--- src/pkg/rmseq_pkg.sv ---
// rmseq_pkg: constants and types for the rail monitor sequencer
package rmseq_pkg;

  // ****************************************************************
  // clock, widths and counts
  // ****************************************************************
  localparam int CLK_MHZ   = 125;
  localparam int RES_W     = 16;
  localparam int NUM_SLOTS = 6;
  localparam int NUM_CH    = 3;
  localparam int TMR_W     = 24;
  localparam int AVS_AW    = 8;

  // ****************************************************************
  // register byte offsets
  // ****************************************************************
  localparam logic [7:0] OFS_CONFIG = 8'h00;
  localparam logic [7:0] OFS_STATUS = 8'h04;
  localparam logic [7:0] OFS_RES0   = 8'h08;
  localparam logic [7:0] OFS_RESN   = 8'h20;
  localparam logic [7:0] OFS_PV_UP  = 8'h20;
  localparam logic [7:0] OFS_PV_LO  = 8'h24;

  // ****************************************************************
  // configuration fields
  // ****************************************************************
  localparam int CFG_RST_BIT   = 15;
  localparam int CFG_CHEN_MSB  = 14;
  localparam int CFG_AVG_LSB   = 9;
  localparam int CFG_BCT_LSB   = 6;
  localparam int CFG_SCT_LSB   = 3;
  localparam int MODE_SHUNT    = 0;
  localparam int MODE_BUS      = 1;
  localparam int MODE_CONT     = 2;
  localparam logic [2:0] CHEN_DEF = 3'h7;
  localparam logic [2:0] AVG_DEF  = 3'h0;
  localparam logic [2:0] CT_DEF   = 3'h4;
  localparam logic [2:0] MODE_DEF = 3'h7;
  localparam logic [15:0] CFG_DEFAULT =
    {1'b0, CHEN_DEF, AVG_DEF, CT_DEF, CT_DEF, MODE_DEF};

  // ****************************************************************
  // status fields
  // ****************************************************************
  localparam int ST_TC_BIT   = 0;
  localparam int ST_RG_BIT   = 1;
  localparam int ST_BUSY_BIT = 2;
  localparam int ST_CHK_BIT  = 3;
  localparam int ST_SLOT_LSB = 4;

  // ****************************************************************
  // conversion time per code (us) and averaging shift per code
  // ****************************************************************
  localparam int CT_US [8] = '{140, 204, 332, 588, 1100, 2116, 4156, 8244};
  localparam int AVG_SHIFT [8] = '{0, 2, 4, 6, 7, 8, 9, 10};

  // ****************************************************************
  // rail thresholds in result codes and timing check result count
  // ****************************************************************
  localparam logic [15:0] TC_THRESH = 16'h0096;
  localparam logic [2:0]  TC_CYCLES = 3'h4;
  localparam logic [15:0] PV_UP_DEF = 16'h04e2;
  localparam logic [15:0] PV_LO_DEF = 16'h0465;

  typedef enum logic {SQ_IDLE, SQ_CONV} rmseq_sq_t;
  typedef enum logic [2:0] {
    TC_CH1, TC_CH2, TC_PASS, TC_ALERT, TC_OFF
  } rmseq_tc_t;

endpackage

--- src/logic/rmseq_avg_store.sv ---
// rmseq_avg_store: running-average output value per measured signal
module rmseq_avg_store
  import rmseq_pkg::*;
#(
  parameter int W = RES_W,
  parameter int N = NUM_SLOTS
) (
  input  wire logic                clk_sys_in,
  input  wire logic                clr_b_in,
  input  wire logic                ce_in,
  input  wire logic                upd_in,
  input  wire logic [2:0]          slot_in,
  input  wire logic [W-1:0]        sample_in,
  input  wire logic [3:0]          shift_in,
  output logic [N-1:0][W-1:0]      avg_out
);

  // ****************************************************************
  // one filter slot per signal
  // ****************************************************************
  for (genvar i = 0; i < N; i++) begin : g_slot
    logic [W-1:0]        avg_r;
    logic [W-1:0]        avg_nxt;
    logic signed [W:0]   diff;
    logic signed [W:0]   quot;
    logic signed [W:0]   sum;

    always_comb begin
      diff    = $signed({sample_in[W-1], sample_in})
              - $signed({avg_r[W-1], avg_r});
      quot    = diff >>> shift_in;
      sum     = $signed({avg_r[W-1], avg_r}) + quot;
      avg_nxt = avg_r;
      if (upd_in && slot_in == 3'(i)) begin
        avg_nxt = sum[W-1:0];
      end
    end

    always_ff @(posedge clk_sys_in) begin
      if (!clr_b_in) begin
        avg_r <= '0;
      end else if (ce_in) begin
        avg_r <= avg_nxt;
      end
    end

    assign avg_out[i] = avg_r;
  end

endmodule // rmseq_avg_store

--- src/logic/rmseq_top.sv ---
// rmseq_top: measurement sequencer, averaging, rail checks, registers
module rmseq_top
  import rmseq_pkg::*;
#(
  parameter int CYC_PER_US = CLK_MHZ
) (
  input  wire logic               clk_sys_in,
  input  wire logic               rst_b_in,
  input  wire logic               ce_in,
  input  wire logic [AVS_AW-1:0]  avs_address_in,
  input  wire logic               avs_read_in,
  input  wire logic               avs_write_in,
  input  wire logic [31:0]        avs_writedata_in,
  input  wire logic [3:0]         avs_byteenable_in,
  output logic [31:0]             avs_readdata_out,
  output logic                    avs_waitrequest_out,
  input  wire logic [RES_W-1:0]   adc_data_in,
  output logic                    adc_start_out,
  output logic [1:0]              adc_chan_out,
  output logic                    adc_bus_sel_out,
  output logic                    raw_valid_out,
  output logic [RES_W-1:0]        raw_data_out,
  output logic [2:0]              raw_slot_out,
  output logic                    timing_sequence_alert_n_out,
  output logic                    rail_good_output_out
);

  // ****************************************************************
  // helper functions
  // ****************************************************************
  function automatic logic slot_en(input logic [2:0] s,
                                   input logic [15:0] cfg);
    logic [1:0] ch;
    ch = s[2:1];
    return cfg[CFG_CHEN_MSB - int'(ch)]
         & cfg[s[0] ? MODE_BUS : MODE_SHUNT];
  endfunction

  // search forward from cur; wrap flags a return to the same or an earlier slot
  function automatic logic [4:0] next_slot(input logic [2:0] cur,
                                           input logic [15:0] cfg);
    logic [4:0] res;
    logic [2:0] cand;
    res = '0;
    for (int k = 1; k <= NUM_SLOTS; k++) begin
      cand = 3'((int'(cur) + k) % NUM_SLOTS);
      if (!res[4] && slot_en(cand, cfg)) begin
        res = {1'b1, cand <= cur, cand};
      end
    end
    return res;
  endfunction

  function automatic logic [TMR_W-1:0] conv_cycles(
      input logic [2:0] s, input logic [15:0] cfg);
    logic [2:0] code;
    code = s[0] ? cfg[CFG_BCT_LSB +: 3] : cfg[CFG_SCT_LSB +: 3];
    return TMR_W'(CT_US[code] * CYC_PER_US);
  endfunction

  function automatic logic [15:0] be_merge(input logic [15:0] old,
                                           input logic [31:0] wd,
                                           input logic [3:0] be);
    logic [15:0] o;
    o = old;
    for (int b = 0; b < 2; b++) begin
      if (be[b]) begin
        o[8*b +: 8] = wd[8*b +: 8];
      end
    end
    return o;
  endfunction

  // ****************************************************************
  // bus slave: one wait cycle on every access
  // ****************************************************************
  logic               ack_r;
  logic               ack_nxt;
  logic [31:0]        rdata_r;
  logic [31:0]        rdata_nxt;
  logic               wr_acc;
  logic               cfg_wr;
  logic               soft_rst;
  logic               cfg_chg;
  logic               clr_b;
  logic [15:0]        cfg_merged;
  logic [NUM_SLOTS-1:0][RES_W-1:0] avg_val;

  // ****************************************************************
  // register and status state
  // ****************************************************************
  logic [15:0]        cfg_r;
  logic [15:0]        cfg_nxt;
  logic [15:0]        pv_up_r;
  logic [15:0]        pv_up_nxt;
  logic [15:0]        pv_lo_r;
  logic [15:0]        pv_lo_nxt;

  // ****************************************************************
  // sequencer, check and rail state
  // ****************************************************************
  rmseq_sq_t          sq_r;
  rmseq_sq_t          sq_nxt;
  logic [2:0]         slot_r;
  logic [2:0]         slot_nxt;
  logic [TMR_W-1:0]   tmr_r;
  logic [TMR_W-1:0]   tmr_nxt;
  logic               kick_r;
  logic               kick_nxt;
  logic               start_r;
  logic               start_nxt;
  logic               rv_r;
  logic               rv_nxt;
  logic [RES_W-1:0]   raw_r;
  logic [RES_W-1:0]   raw_nxt;
  logic [2:0]         rslot_r;
  logic [2:0]         rslot_nxt;
  logic               aupd_r;
  logic [2:0]         aslot_r;
  logic [4:0]         nx;
  rmseq_tc_t          tc_r;
  rmseq_tc_t          tc_nxt;
  logic [2:0]         tcc_r;
  logic [2:0]         tcc_nxt;
  logic [NUM_CH-1:0]  seen_r;
  logic [NUM_CH-1:0]  seen_nxt;
  logic [NUM_CH-1:0]  hi_r;
  logic [NUM_CH-1:0]  hi_nxt;
  logic [NUM_CH-1:0]  lo_r;
  logic [NUM_CH-1:0]  lo_nxt;
  logic               rg_r;
  logic               rg_nxt;

  assign wr_acc     = avs_write_in & ack_r;
  assign cfg_wr     = wr_acc & (avs_address_in == OFS_CONFIG);
  assign cfg_merged = be_merge(cfg_r, avs_writedata_in, avs_byteenable_in);
  assign soft_rst   = cfg_wr & cfg_merged[CFG_RST_BIT];
  assign cfg_chg    = cfg_wr & ~cfg_merged[CFG_RST_BIT];
  // soft reset clears all but rail good and the bus slave on the same clear as power-up
  assign clr_b      = rst_b_in & ~(soft_rst & ce_in);

  assign avs_waitrequest_out = (avs_read_in | avs_write_in) & ~ack_r;
  assign avs_readdata_out    = rdata_r;

  always_comb begin
    ack_nxt   = (avs_read_in | avs_write_in) & ~ack_r;
    rdata_nxt = rdata_r;
    if (avs_read_in && !ack_r) begin
      rdata_nxt = '0;
      if (avs_address_in == OFS_CONFIG) begin
        rdata_nxt[15:0] = cfg_r;
      end else if (avs_address_in == OFS_STATUS) begin
        rdata_nxt[ST_TC_BIT]   = ~timing_sequence_alert_n_out;
        rdata_nxt[ST_RG_BIT]   = rg_r;
        rdata_nxt[ST_BUSY_BIT] = (sq_r == SQ_CONV);
        rdata_nxt[ST_CHK_BIT]  = (tc_r == TC_CH1) || (tc_r == TC_CH2);
        rdata_nxt[ST_SLOT_LSB +: 3] = slot_r;
      end else if (avs_address_in == OFS_PV_UP) begin
        rdata_nxt[15:0] = pv_up_r;
      end else if (avs_address_in == OFS_PV_LO) begin
        rdata_nxt[15:0] = pv_lo_r;
      end else if (avs_address_in >= OFS_RES0 &&
                   avs_address_in < OFS_RESN &&
                   avs_address_in[1:0] == 2'h0) begin
        rdata_nxt[15:0] = avg_val[3'((avs_address_in - OFS_RES0) >> 2)];
      end
    end
  end

  always_ff @(posedge clk_sys_in) begin
    if (!rst_b_in) begin
      ack_r   <= 1'b0;
      rdata_r <= '0;
    end else if (ce_in) begin
      ack_r   <= ack_nxt;
      rdata_r <= rdata_nxt;
    end
  end

  // ****************************************************************
  // writable registers
  // ****************************************************************
  always_comb begin
    cfg_nxt   = cfg_chg ? {1'b0, cfg_merged[14:0]} : cfg_r;
    pv_up_nxt = pv_up_r;
    pv_lo_nxt = pv_lo_r;
    if (wr_acc && avs_address_in == OFS_PV_UP) begin
      pv_up_nxt = be_merge(pv_up_r, avs_writedata_in, avs_byteenable_in);
    end
    if (wr_acc && avs_address_in == OFS_PV_LO) begin
      pv_lo_nxt = be_merge(pv_lo_r, avs_writedata_in, avs_byteenable_in);
    end
  end

  always_ff @(posedge clk_sys_in) begin
    if (!clr_b) begin
      cfg_r   <= CFG_DEFAULT;
      pv_up_r <= PV_UP_DEF;
      pv_lo_r <= PV_LO_DEF;
    end else if (ce_in) begin
      cfg_r   <= cfg_nxt;
      pv_up_r <= pv_up_nxt;
      pv_lo_r <= pv_lo_nxt;
    end
  end

  // ****************************************************************
  // conversion sequencer
  // ****************************************************************
  // a config write aborts the running conversion and restarts at the first enabled slot
  always_comb begin
    sq_nxt    = sq_r;
    slot_nxt  = slot_r;
    tmr_nxt   = tmr_r;
    kick_nxt  = kick_r | cfg_chg;
    start_nxt = 1'b0;
    rv_nxt    = 1'b0;
    raw_nxt   = raw_r;
    rslot_nxt = rslot_r;
    nx        = next_slot(3'(NUM_SLOTS - 1), cfg_r);
    if (kick_r) begin
      kick_nxt = cfg_chg;
      sq_nxt   = SQ_IDLE;
      if (nx[4]) begin
        sq_nxt    = SQ_CONV;
        slot_nxt  = nx[2:0];
        tmr_nxt   = conv_cycles(nx[2:0], cfg_r);
        start_nxt = 1'b1;
      end
    end else if (sq_r == SQ_CONV) begin
      if (tmr_r == TMR_W'(1)) begin
        raw_nxt   = adc_data_in;
        rv_nxt    = 1'b1;
        rslot_nxt = slot_r;
        nx        = next_slot(slot_r, cfg_r);
        if (!nx[4] || (nx[3] && !cfg_r[MODE_CONT])) begin
          sq_nxt = SQ_IDLE;
        end else begin
          slot_nxt  = nx[2:0];
          tmr_nxt   = conv_cycles(nx[2:0], cfg_r);
          start_nxt = 1'b1;
        end
      end else begin
        tmr_nxt = tmr_r - TMR_W'(1);
      end
    end
  end

  always_ff @(posedge clk_sys_in) begin
    if (!clr_b) begin
      sq_r    <= SQ_IDLE;
      slot_r  <= '0;
      tmr_r   <= '0;
      kick_r  <= 1'b1;
      start_r <= 1'b0;
      rv_r    <= 1'b0;
      raw_r   <= '0;
      rslot_r <= '0;
      aupd_r  <= 1'b0;
      aslot_r <= '0;
    end else if (ce_in) begin
      sq_r    <= sq_nxt;
      slot_r  <= slot_nxt;
      tmr_r   <= tmr_nxt;
      kick_r  <= kick_nxt;
      start_r <= start_nxt;
      rv_r    <= rv_nxt;
      raw_r   <= raw_nxt;
      rslot_r <= rslot_nxt;
      aupd_r  <= rv_r;
      aslot_r <= rslot_r;
    end
  end

  assign adc_start_out   = start_r;
  assign adc_chan_out    = slot_r[2:1];
  assign adc_bus_sel_out = slot_r[0];
  assign raw_valid_out   = rv_r;
  assign raw_data_out    = raw_r;
  assign raw_slot_out    = rslot_r;

  rmseq_avg_store #(
    .W (RES_W),
    .N (NUM_SLOTS)
  ) rmseq_avg_store_inst (
    .clk_sys_in (clk_sys_in),
    .clr_b_in   (clr_b),
    .ce_in      (ce_in),
    .upd_in     (rv_r),
    .slot_in    (rslot_r),
    .sample_in  (raw_r),
    .shift_in   (4'(AVG_SHIFT[cfg_r[CFG_AVG_LSB +: 3]])),
    .avg_out    (avg_val)
  );

  // ****************************************************************
  // timing sequence check
  // ****************************************************************
  always_comb begin
    tc_nxt  = tc_r;
    tcc_nxt = tcc_r;
    if (cfg_chg && (tc_r == TC_CH1 || tc_r == TC_CH2)) begin
      tc_nxt = TC_OFF;
    end else if (rv_r && rslot_r == 3'h1 && tc_r == TC_CH1) begin
      if (raw_r >= TC_THRESH) begin
        tc_nxt  = TC_CH2;
        tcc_nxt = '0;
      end
    end else if (rv_r && tc_r == TC_CH2) begin
      if (rslot_r == 3'h3 && raw_r >= TC_THRESH) begin
        tc_nxt = TC_PASS;
      end else if (rslot_r == 3'h1) begin
        tcc_nxt = tcc_r + 3'h1;
        if (tcc_r + 3'h1 == TC_CYCLES) begin
          tc_nxt = TC_ALERT;
        end
      end
    end
  end

  always_ff @(posedge clk_sys_in) begin
    if (!clr_b) begin
      tc_r  <= TC_CH1;
      tcc_r <= '0;
    end else if (ce_in) begin
      tc_r  <= tc_nxt;
      tcc_r <= tcc_nxt;
    end
  end

  assign timing_sequence_alert_n_out = (tc_r != TC_ALERT);

  // ****************************************************************
  // rail good detection on averaged bus values
  // ****************************************************************
  always_comb begin
    seen_nxt = seen_r;
    hi_nxt   = hi_r;
    lo_nxt   = lo_r;
    rg_nxt   = rg_r;
    if (aupd_r && aslot_r[0]) begin
      seen_nxt[aslot_r[2:1]] = 1'b1;
      hi_nxt[aslot_r[2:1]]   = avg_val[aslot_r] >= pv_up_r;
      lo_nxt[aslot_r[2:1]]   = avg_val[aslot_r] < pv_lo_r;
    end
    // the soft reset edge itself must not let rail good drop
    if (&seen_r && clr_b) begin
      if (!rg_r && &hi_r) begin
        rg_nxt = 1'b1;
      end else if (rg_r && |lo_r) begin
        rg_nxt = 1'b0;
      end
    end
  end

  always_ff @(posedge clk_sys_in) begin
    if (!clr_b) begin
      seen_r <= '0;
      hi_r   <= '0;
      lo_r   <= '0;
    end else if (ce_in) begin
      seen_r <= seen_nxt;
      hi_r   <= hi_nxt;
      lo_r   <= lo_nxt;
    end
  end

  // only power-up clears rail good; soft reset leaves it standing
  always_ff @(posedge clk_sys_in) begin
    if (!rst_b_in) begin
      rg_r <= 1'b0;
    end else if (ce_in) begin
      rg_r <= rg_nxt;
    end
  end

  assign rail_good_output_out = rg_r;

endmodule // rmseq_top

--- config.mk ---
export PLATFORM = sky130hd
export DESIGN_NAME = rmseq_top
export DESIGN_NICKNAME = d
export VERILOG_FILES = /design/src/pkg/rmseq_pkg.sv /design/src/logic/rmseq_avg_store.sv /design/src/logic/rmseq_top.sv
export SDC_FILE = /design/constraint.sdc
export NUM_CORES = 1
export LEC_CHECK = 0
export ABC_AREA = 1
export CAP_MARGIN = 20
export CORE_MARGIN = 2
export CORE_UTILIZATION = 47
export CTS_BUF_LIST = sky130_fd_sc_hd__clkbuf_4 sky130_fd_sc_hd__clkbuf_8
export DETAILED_ROUTE_END_ITERATION = 6
export DONT_BUFFER_PORTS = 1
export PLACE_DENSITY = 0.6
export SLEW_MARGIN = 30
export SYNTH_ARGS = -nofsm -noshare
export SYNTH_HDL_FRONTEND = slang
export SYNTH_SLANG_ARGS = --single-unit
--- constraint.sdc ---
create_clock -name clk_sys_in -period 13.86 [get_ports clk_sys_in]
set_input_delay 1.386 -clock clk_sys_in [delete_from_list [all_inputs] [get_ports clk_sys_in]]
set_output_delay 1.386 -clock clk_sys_in [all_outputs]
set_load 0.03 [all_outputs]
# == Word level (Yosys, flattened, before mapping) ==
# Memory sizes are Yosys's and may differ from the RTL's.
# Cells that the tools add are included.
# totals
register_bits,230
latchBits,0
mem_bits_rw,0
romBits,768
input_bits,65
out_inout_bits,59
word_cells,366
memories,3
# classes
n_addsub,27
multipliers,2
n_div,6
n_lt_le_gt_ge,30
eq_ne,18
shift,6
muxes,131
bitwise_logic,31
n_reduce_logical,82
# mem_list
memory,depth,word_bits,read_ports,rd_clocked_by_memory_dff,wr,line,text
(no name shown),8,32,1,0,0,rmseq_top.sv:292,".shift_in (4'(AVG_SHIFT[cfg_r[CFG_AVG_LSB +: 3]])),"
(no name shown),8,32,1,0,0,rmseq_top.sv:58,return TMR_W'(CT_US[code] * CYC_PER_US);
(no name shown),8,32,1,0,0,rmseq_top.sv:58,
# ops
op,count
$mod 32x4->32 const B,6
$mux 5,30
$mux 32,4
$mux 24,5
$sshr 17x4->16,6
$sub 16x16->17,6
$add 16x16->16,6
$bmux 16 s3,2
$mux 16,6
$mul 32x8->24 const B,2
$mux 3,19
$bmux 1 s4,12
$mux 1,45
$lt 5x6->1 const B,6
$logic_and 1x1->1,31
$lt 1x5->1 const B,6
$sub 4x2->5 const A,6
$reduce_and 3->1,9
$eq 24x1->1 const B,1
$sub 24x1->24 const B,1
$and 1x1->1,19
$le 3x3->1,6
$eq 8x6->1 const B,2
$ge 16x16->1,1
44 further kinds,96

# == Longest topological paths before layout ==
# depth
ltp_word,51
depth_mapped,61
depth_no_buf,58

# == Modules after synthesis ==
# From an unflattened synthesis, not the netlist that was laid out.
# unflattened
hier_cells,4858
area_unflattened_um2,29973.7
# modules_own_cells
mod,instances,cells_each,area_each_um2,seq_area_each_um2
rmseq_avg_store,1,2876,16537.1,1921.8
rmseq_top,1,1982,13436.6,2682.6

# == Worst setup path before layout ==
# No wires, ideal clock.
# synth_timing
path_kind,reg-to-reg
start,reg slot_r[1]
end,reg tmr_r[18]
setup_time_ns,0.132
t_arrival_ns,7.631
t_required_ns,13.728
setup_slack_ns,6.096
path_stages_with_launch,48
path_buffers,2
synth_period_minus_slack_ns,7.764
cell_sequence,dfxtp_1 > inv_1 > ha_1 > buf_6 > or2_1 > nand3_1 > nand2_1 > nand2_2 > nand2_1 > o21ai_0 > inv_1 > ha_1 > nor2_1 > a21oi_1 > a21oi_2 > nand2_2 > nand3b_4 > nand2_2 > (+12 left out) > fa_1 > inv_1 > fa_1 > inv_1 > ha_1 > inv_1 > o21ai_0 > a21oi_1 > o21ai_0 > nand3_2 > nand2_1 > nand2_1 > nand2_2 > or2_1 > nand3_1 > nand3_1 > nand2_1 > a21oi_1
# synth_via
elab_chain_len,51
word_cells_on_any_way,121
cone_classes,add/sub (12); mul (1); div (6); order compare (6); eq/ne (1); mux (73); bitwise (7); reduce/logical (14); memory (1)
# synth_lines
element,line,text
"start, declared",rmseq_top.sv:104,logic [2:0] slot_r;
"start signal, assigned",rmseq_top.sv:263,slot_r <= slot_nxt;
$add 3x1->4,rmseq_top.sv:46,cand = 3'((int'(cur) + k) % NUM_SLOTS);
$mod 32x4->32,rmseq_top.sv:46,
$sub 4x2->5 / $mux 1 (equally long branches),"rmseq_top.sv:35, rmseq_top.sv:36",
"$bmux 1 s4, on equally long branches","rmseq_top.sv:35, rmseq_top.sv:36",
"$mux 1, on equally long branches (2 in series)","rmseq_top.sv:35, rmseq_top.sv:36",
$and 1x1->1,rmseq_top.sv:36,& cfg[s[0] ? MODE_BUS : MODE_SHUNT];
$mux 5,rmseq_top.sv:47,"if (!res[4] && slot_en(cand, cfg)) begin"
$mux 5,rmseq_top.sv:231,if (tmr_r == TMR_W'(1)) begin
(+33 left out),-,
$not 3->4 (implied by the code),rmseq_top.sv:58,
$mem_v2 8x32,-,
$mux 32 (implied by the code) (2 in series),rmseq_top.sv:58,
$mul 32x8->24,rmseq_top.sv:58,
$mux 24,rmseq_top.sv:236,if (!nx[4] || (nx[3] && !cfg_r[MODE_CONT])) begin
$mux 24,rmseq_top.sv:231,
$mux 24,rmseq_top.sv:230,end else if (sq_r == SQ_CONV) begin
$mux 24,rmseq_top.sv:221,if (kick_r) begin
"end signal, assigned",rmseq_top.sv:264,tmr_r <= tmr_nxt;
"end, declared",rmseq_top.sv:106,logic [TMR_W-1:0] tmr_r;
# Every way passes the cells marked *; elsewhere a longest branch is shown, timed or not. The select of a mux whose other input is x is not followed.
# A chain may end at the register's enable or synchronous reset.

# == Worst setup path in the final report ==
# Ends and elaborated chain as after synthesis.

==> results.py <==
metrics = {
    "pwr": {
        "power.static_leakage_nw": 14.9,
        "power_density_of_the_placed_cells_nw_per_um2": 81.1,
        "report.power.total_mw": 2.45,
        "peak_supply_drop_mv": 0.0767,
    },
    "flow_run": {
        "max_cap_violations": 0,
    },
    "sta": {
        "timing.fmax_mhz": 109,
        "grt_setup_unrepaired": "no",
        "setup_viol": 0,
        "hold_violations_final": 0,
        "final.setup_skew_ps": 39.2,
        "setup_tns_ps": 0,
        "fin_crit_ps": 9190,
        "final_max_slew_viol_count": 0,
        "final_min_period_over_clock_period_pct": 66.3,
        "max-slew-margin-rel_pct": 35.4,
        "tightestPinTransition_ps": 967,
        "final_critical_path_setup_slack_ps": 4670,
    },
    "cts": {
        "cts-htree-levels": 2,
        "clock_path_buffers": 3,
        "cts.sink_count": 230,
        "worst_setup_hold_path_clk_slew_ps": 60,
        "cts_tree": "built",
        "cts_made_buffers": 46,
        "cts_resized": 0,
        "cts_post_setup_buffers_inserted": 0,
        "postCtsHoldBufs": 0,
        "clockRootBuffer": "sky130_fd_sc_hd__clkbuf_8",
        "worst_skew_pair.late_latency_ps": 640,
    },
    "die": {
        "die_w_um": 250,
        "floorplan.rows": 90,
        "fp.dieArea_sq_um": 62700,
        "fp.dieH_um": 250,
        "placeableCoreArea_sq_um": 60100,
        "ios": 124,
        "initial_core_util_pct": 47.5,
    },
    "worst_setup_path": {
        "worst-endpoint-required_ps": 14330,
        "end_kind": "register",
        "criticalPathCategory": "reg -> reg",
        "worstPathArrival_ps": 9660,
        "max_stage_delay_on_crit_path_ps": 920,
        "timing.reg2reg.setup_slack_ps": 4670,
        "crit_path_frequent_cell": "sky130_fd_sc_hd__inv_1",
        "setup.worst_path.start_class": "register",
        "timing.critical_path.fanout_max": 11,
        "slowest_stage": "sky130_fd_sc_hd__dfxtp_1",
    },
    "logic_synthesis": {
        "synth_top_area_share_pct": 16.1,
        "synthesis.area_per_instance_sq_um": 6.40,
        "synth_largest_area_cell": "sky130_fd_sc_hd__dfxtp_1",
        "synth.lib_cells_used.distinct": 68,
        "synth_edf_count": 0,
        "count_leader_synth": "sky130_fd_sc_hd__nand2_1",
        "post_synth_inst_count": 4455,
        "synth_top_cells_by_count": "sky130_fd_sc_hd__nand2_1, sky130_fd_sc_hd__inv_1, sky130_fd_sc_hd__a21oi_1",
        "synth_flop_cell": "sky130_fd_sc_hd__dfxtp_1",
        "ys_ff_latch": 230,
        "yosysSeqAreaShare_pct": 16.1,
        "synth_warnings": 0,
        "synth.area.top_cells": "sky130_fd_sc_hd__dfxtp_1, sky130_fd_sc_hd__ha_1, sky130_fd_sc_hd__nand2_1",
        "synthesized_cell_area_sq_um": 28500,
        "ys_async_sr_fraction_pct": 0,
    },
    "routing": {
        "vias_per_cell": 5.56,
        "drt-total-wl_um": 97000,
        "drt_first_iter_violations": 2297,
        "dr_total_vias": 28935,
        "detail_route.drc_violations": 3,
        "post_drt_wl_per_cell_um": 18.6,
        "drt.antenna.violating_nets": 0,
        "drtPass1Iterations": 7,
    },
    "global_route": {
        "grt_remaining_overflow": 0,
        "grt_max_degree": 89,
        "antenna_found_initial": 1,
        "grt_pass1_wl_um": 149000,
        "grt_pass1_vias": 26670,
        "grtUsageTotal_pct": 30.3,
    },
    "placed_design": {
        "pre_cts_slack_ps": 4650,
        "hpwlAfterDp_um": 75400,
        "place.port_buffers": 0,
        "finalWeightedCongestion": 0.968,
        "cell_total_after_placement": 5120,
    },
    "run_status": {
        "outcome": "finished with violations",
        "failed_checks": "design-rule violations",
    },
    "layout": {
        "layout.cells.non_filler": 5204,
        "final_layout_net_count": 4855,
        "layout.filler_cells": 6353,
        "drive_above_1_share_pct": 5.70,
        "area_growth_pct": 5.91,
    },
    "worst_hold_path": {
        "timing.hold.worst.class": "reg -> reg",
    },
}
[sequential cells by signal, indices dropped and copies added (netlist names)]
| register | flops |
|---|---|
| ack_r | 1 |
| adc_start_out | 1 |
| aslot_r | 3 |
| aupd_r | 1 |
| avs_readdata_out | 16 |
| cfg_r | 15 |
| hi_r | 3 |
| kick_r | 1 |
| lo_r | 3 |
| pv_lo_r | 16 |
| pv_up_r | 16 |
| rail_good_output_out | 1 |
| raw_data_out | 16 |
| raw_slot_out | 3 |
| raw_valid_out | 1 |
| rmseq_avg_store_inst.g_slot.avg_r | 96 |
| seen_r | 3 |
| slot_r | 3 |
| sq_r | 1 |
| tc_r | 3 |
| tcc_r | 3 |
| tmr_r | 24 |
[worst max-delay path, delay by kind of cell (launching register included)]
family                   cells  cell delay [ps]
adder cells (fa/ha/maj)      6             2440
buffers and inverters        8             1150
AND/OR/NAND/NOR             24             3160
flip-flops                   1              920
AO/OA/AOI/OAI               10             1340
[cell usage in the layout (no fill, tap or decap), drive strengths merged, types with 7 or more instances in the layout]
cell type	netlist	layout
a211oi	22	22
xnor2	27	27
nand2	854	854
nor4	16	16
o221ai	21	21
a31oi	30	30
xor2	134	134
o21ai	499	499
nor3	35	35
inv	687	690
or2	33	33
o22ai	19	19
o211ai	49	49
a21oi	574	574
mux2i	11	11
nand4	17	17
a21o	10	10
clkinv	8	19
clkbuf	146	65
nand3	201	201
o2111ai	8	8
o21a	8	8
a221oi	13	13
fa	68	68
nor2	288	288
conb	1	18
dfxtp	230	230
buf	39	51
a22oi	7	7
o21bai	34	34
ha	336	336
[layer usage]
layer | share of wire [%] | global-route usage, % | up-vias
met5 | 0 | 0 | -
met4 | 4.6 | 13.0 | 0
met3 | 5.9 | 3.51 | 198
met2 | 45 | 50.4 | 875
met1 | 44 | 39.6 | 13168
li1 | - | - | 14694
[stage by stage]
stage                     util [%]  instance area, sq um  hold WS (ps)
after floorplan                  -                 28600           433
after global placement        48.6                 29200           445
after detailed placement      48.6                 29200           448
after CTS                     50.2                 30200           457
after global routing          50.3                 30200           484
final                         50.3                 30200           458
[worst paths after layout]
check	start	to	cells after the start
max reg2reg	slot_r[1]	tmr_r[18]	48
min reg2reg	seen_r[2]	seen_r[2]	2
min	seen_r[2]	seen_r[2]	2
max	slot_r[1]	tmr_r[18]	48
[final cells by class]
cell class	count	area (sq um)	share of cell area, %
multi-input cells	3362	20600	68.3
flip-flops and latches	230	4600	15.2
inverters	695	2620	8.67
well taps	782	978	3.24
clock buffers	65	826	2.73
repair buffers	51	387	1.28
clock inverters	18	153	0.505
diodes	1	2.50	0.00828
[cells by family after synthesis]
logic type / share of synthesized area (%)
buffers and inverters: 12.0
and+or+nand+nor: 21.6
AOI/OAI and AO/OA: 25.4
muxes: 0.386
other: 0.0131
adders and majority gates: 19.5
DFF: 16.1
xor gates and xnor gates: 5.01
[power by group]
| group | internal, mW | leakage (nW) | total, mW | switching (mW) |
|---|---|---|---|---|
| Combinational | 0.354 | 12.5 | 0.998 | 0.643 |
| Sequential | 0.671 | 1.86 | 0.687 | 0.0166 |
| Clock | 0.424 | 0.523 | 0.767 | 0.342 |
No activity file was read; power rests on OpenSTA's default activity.
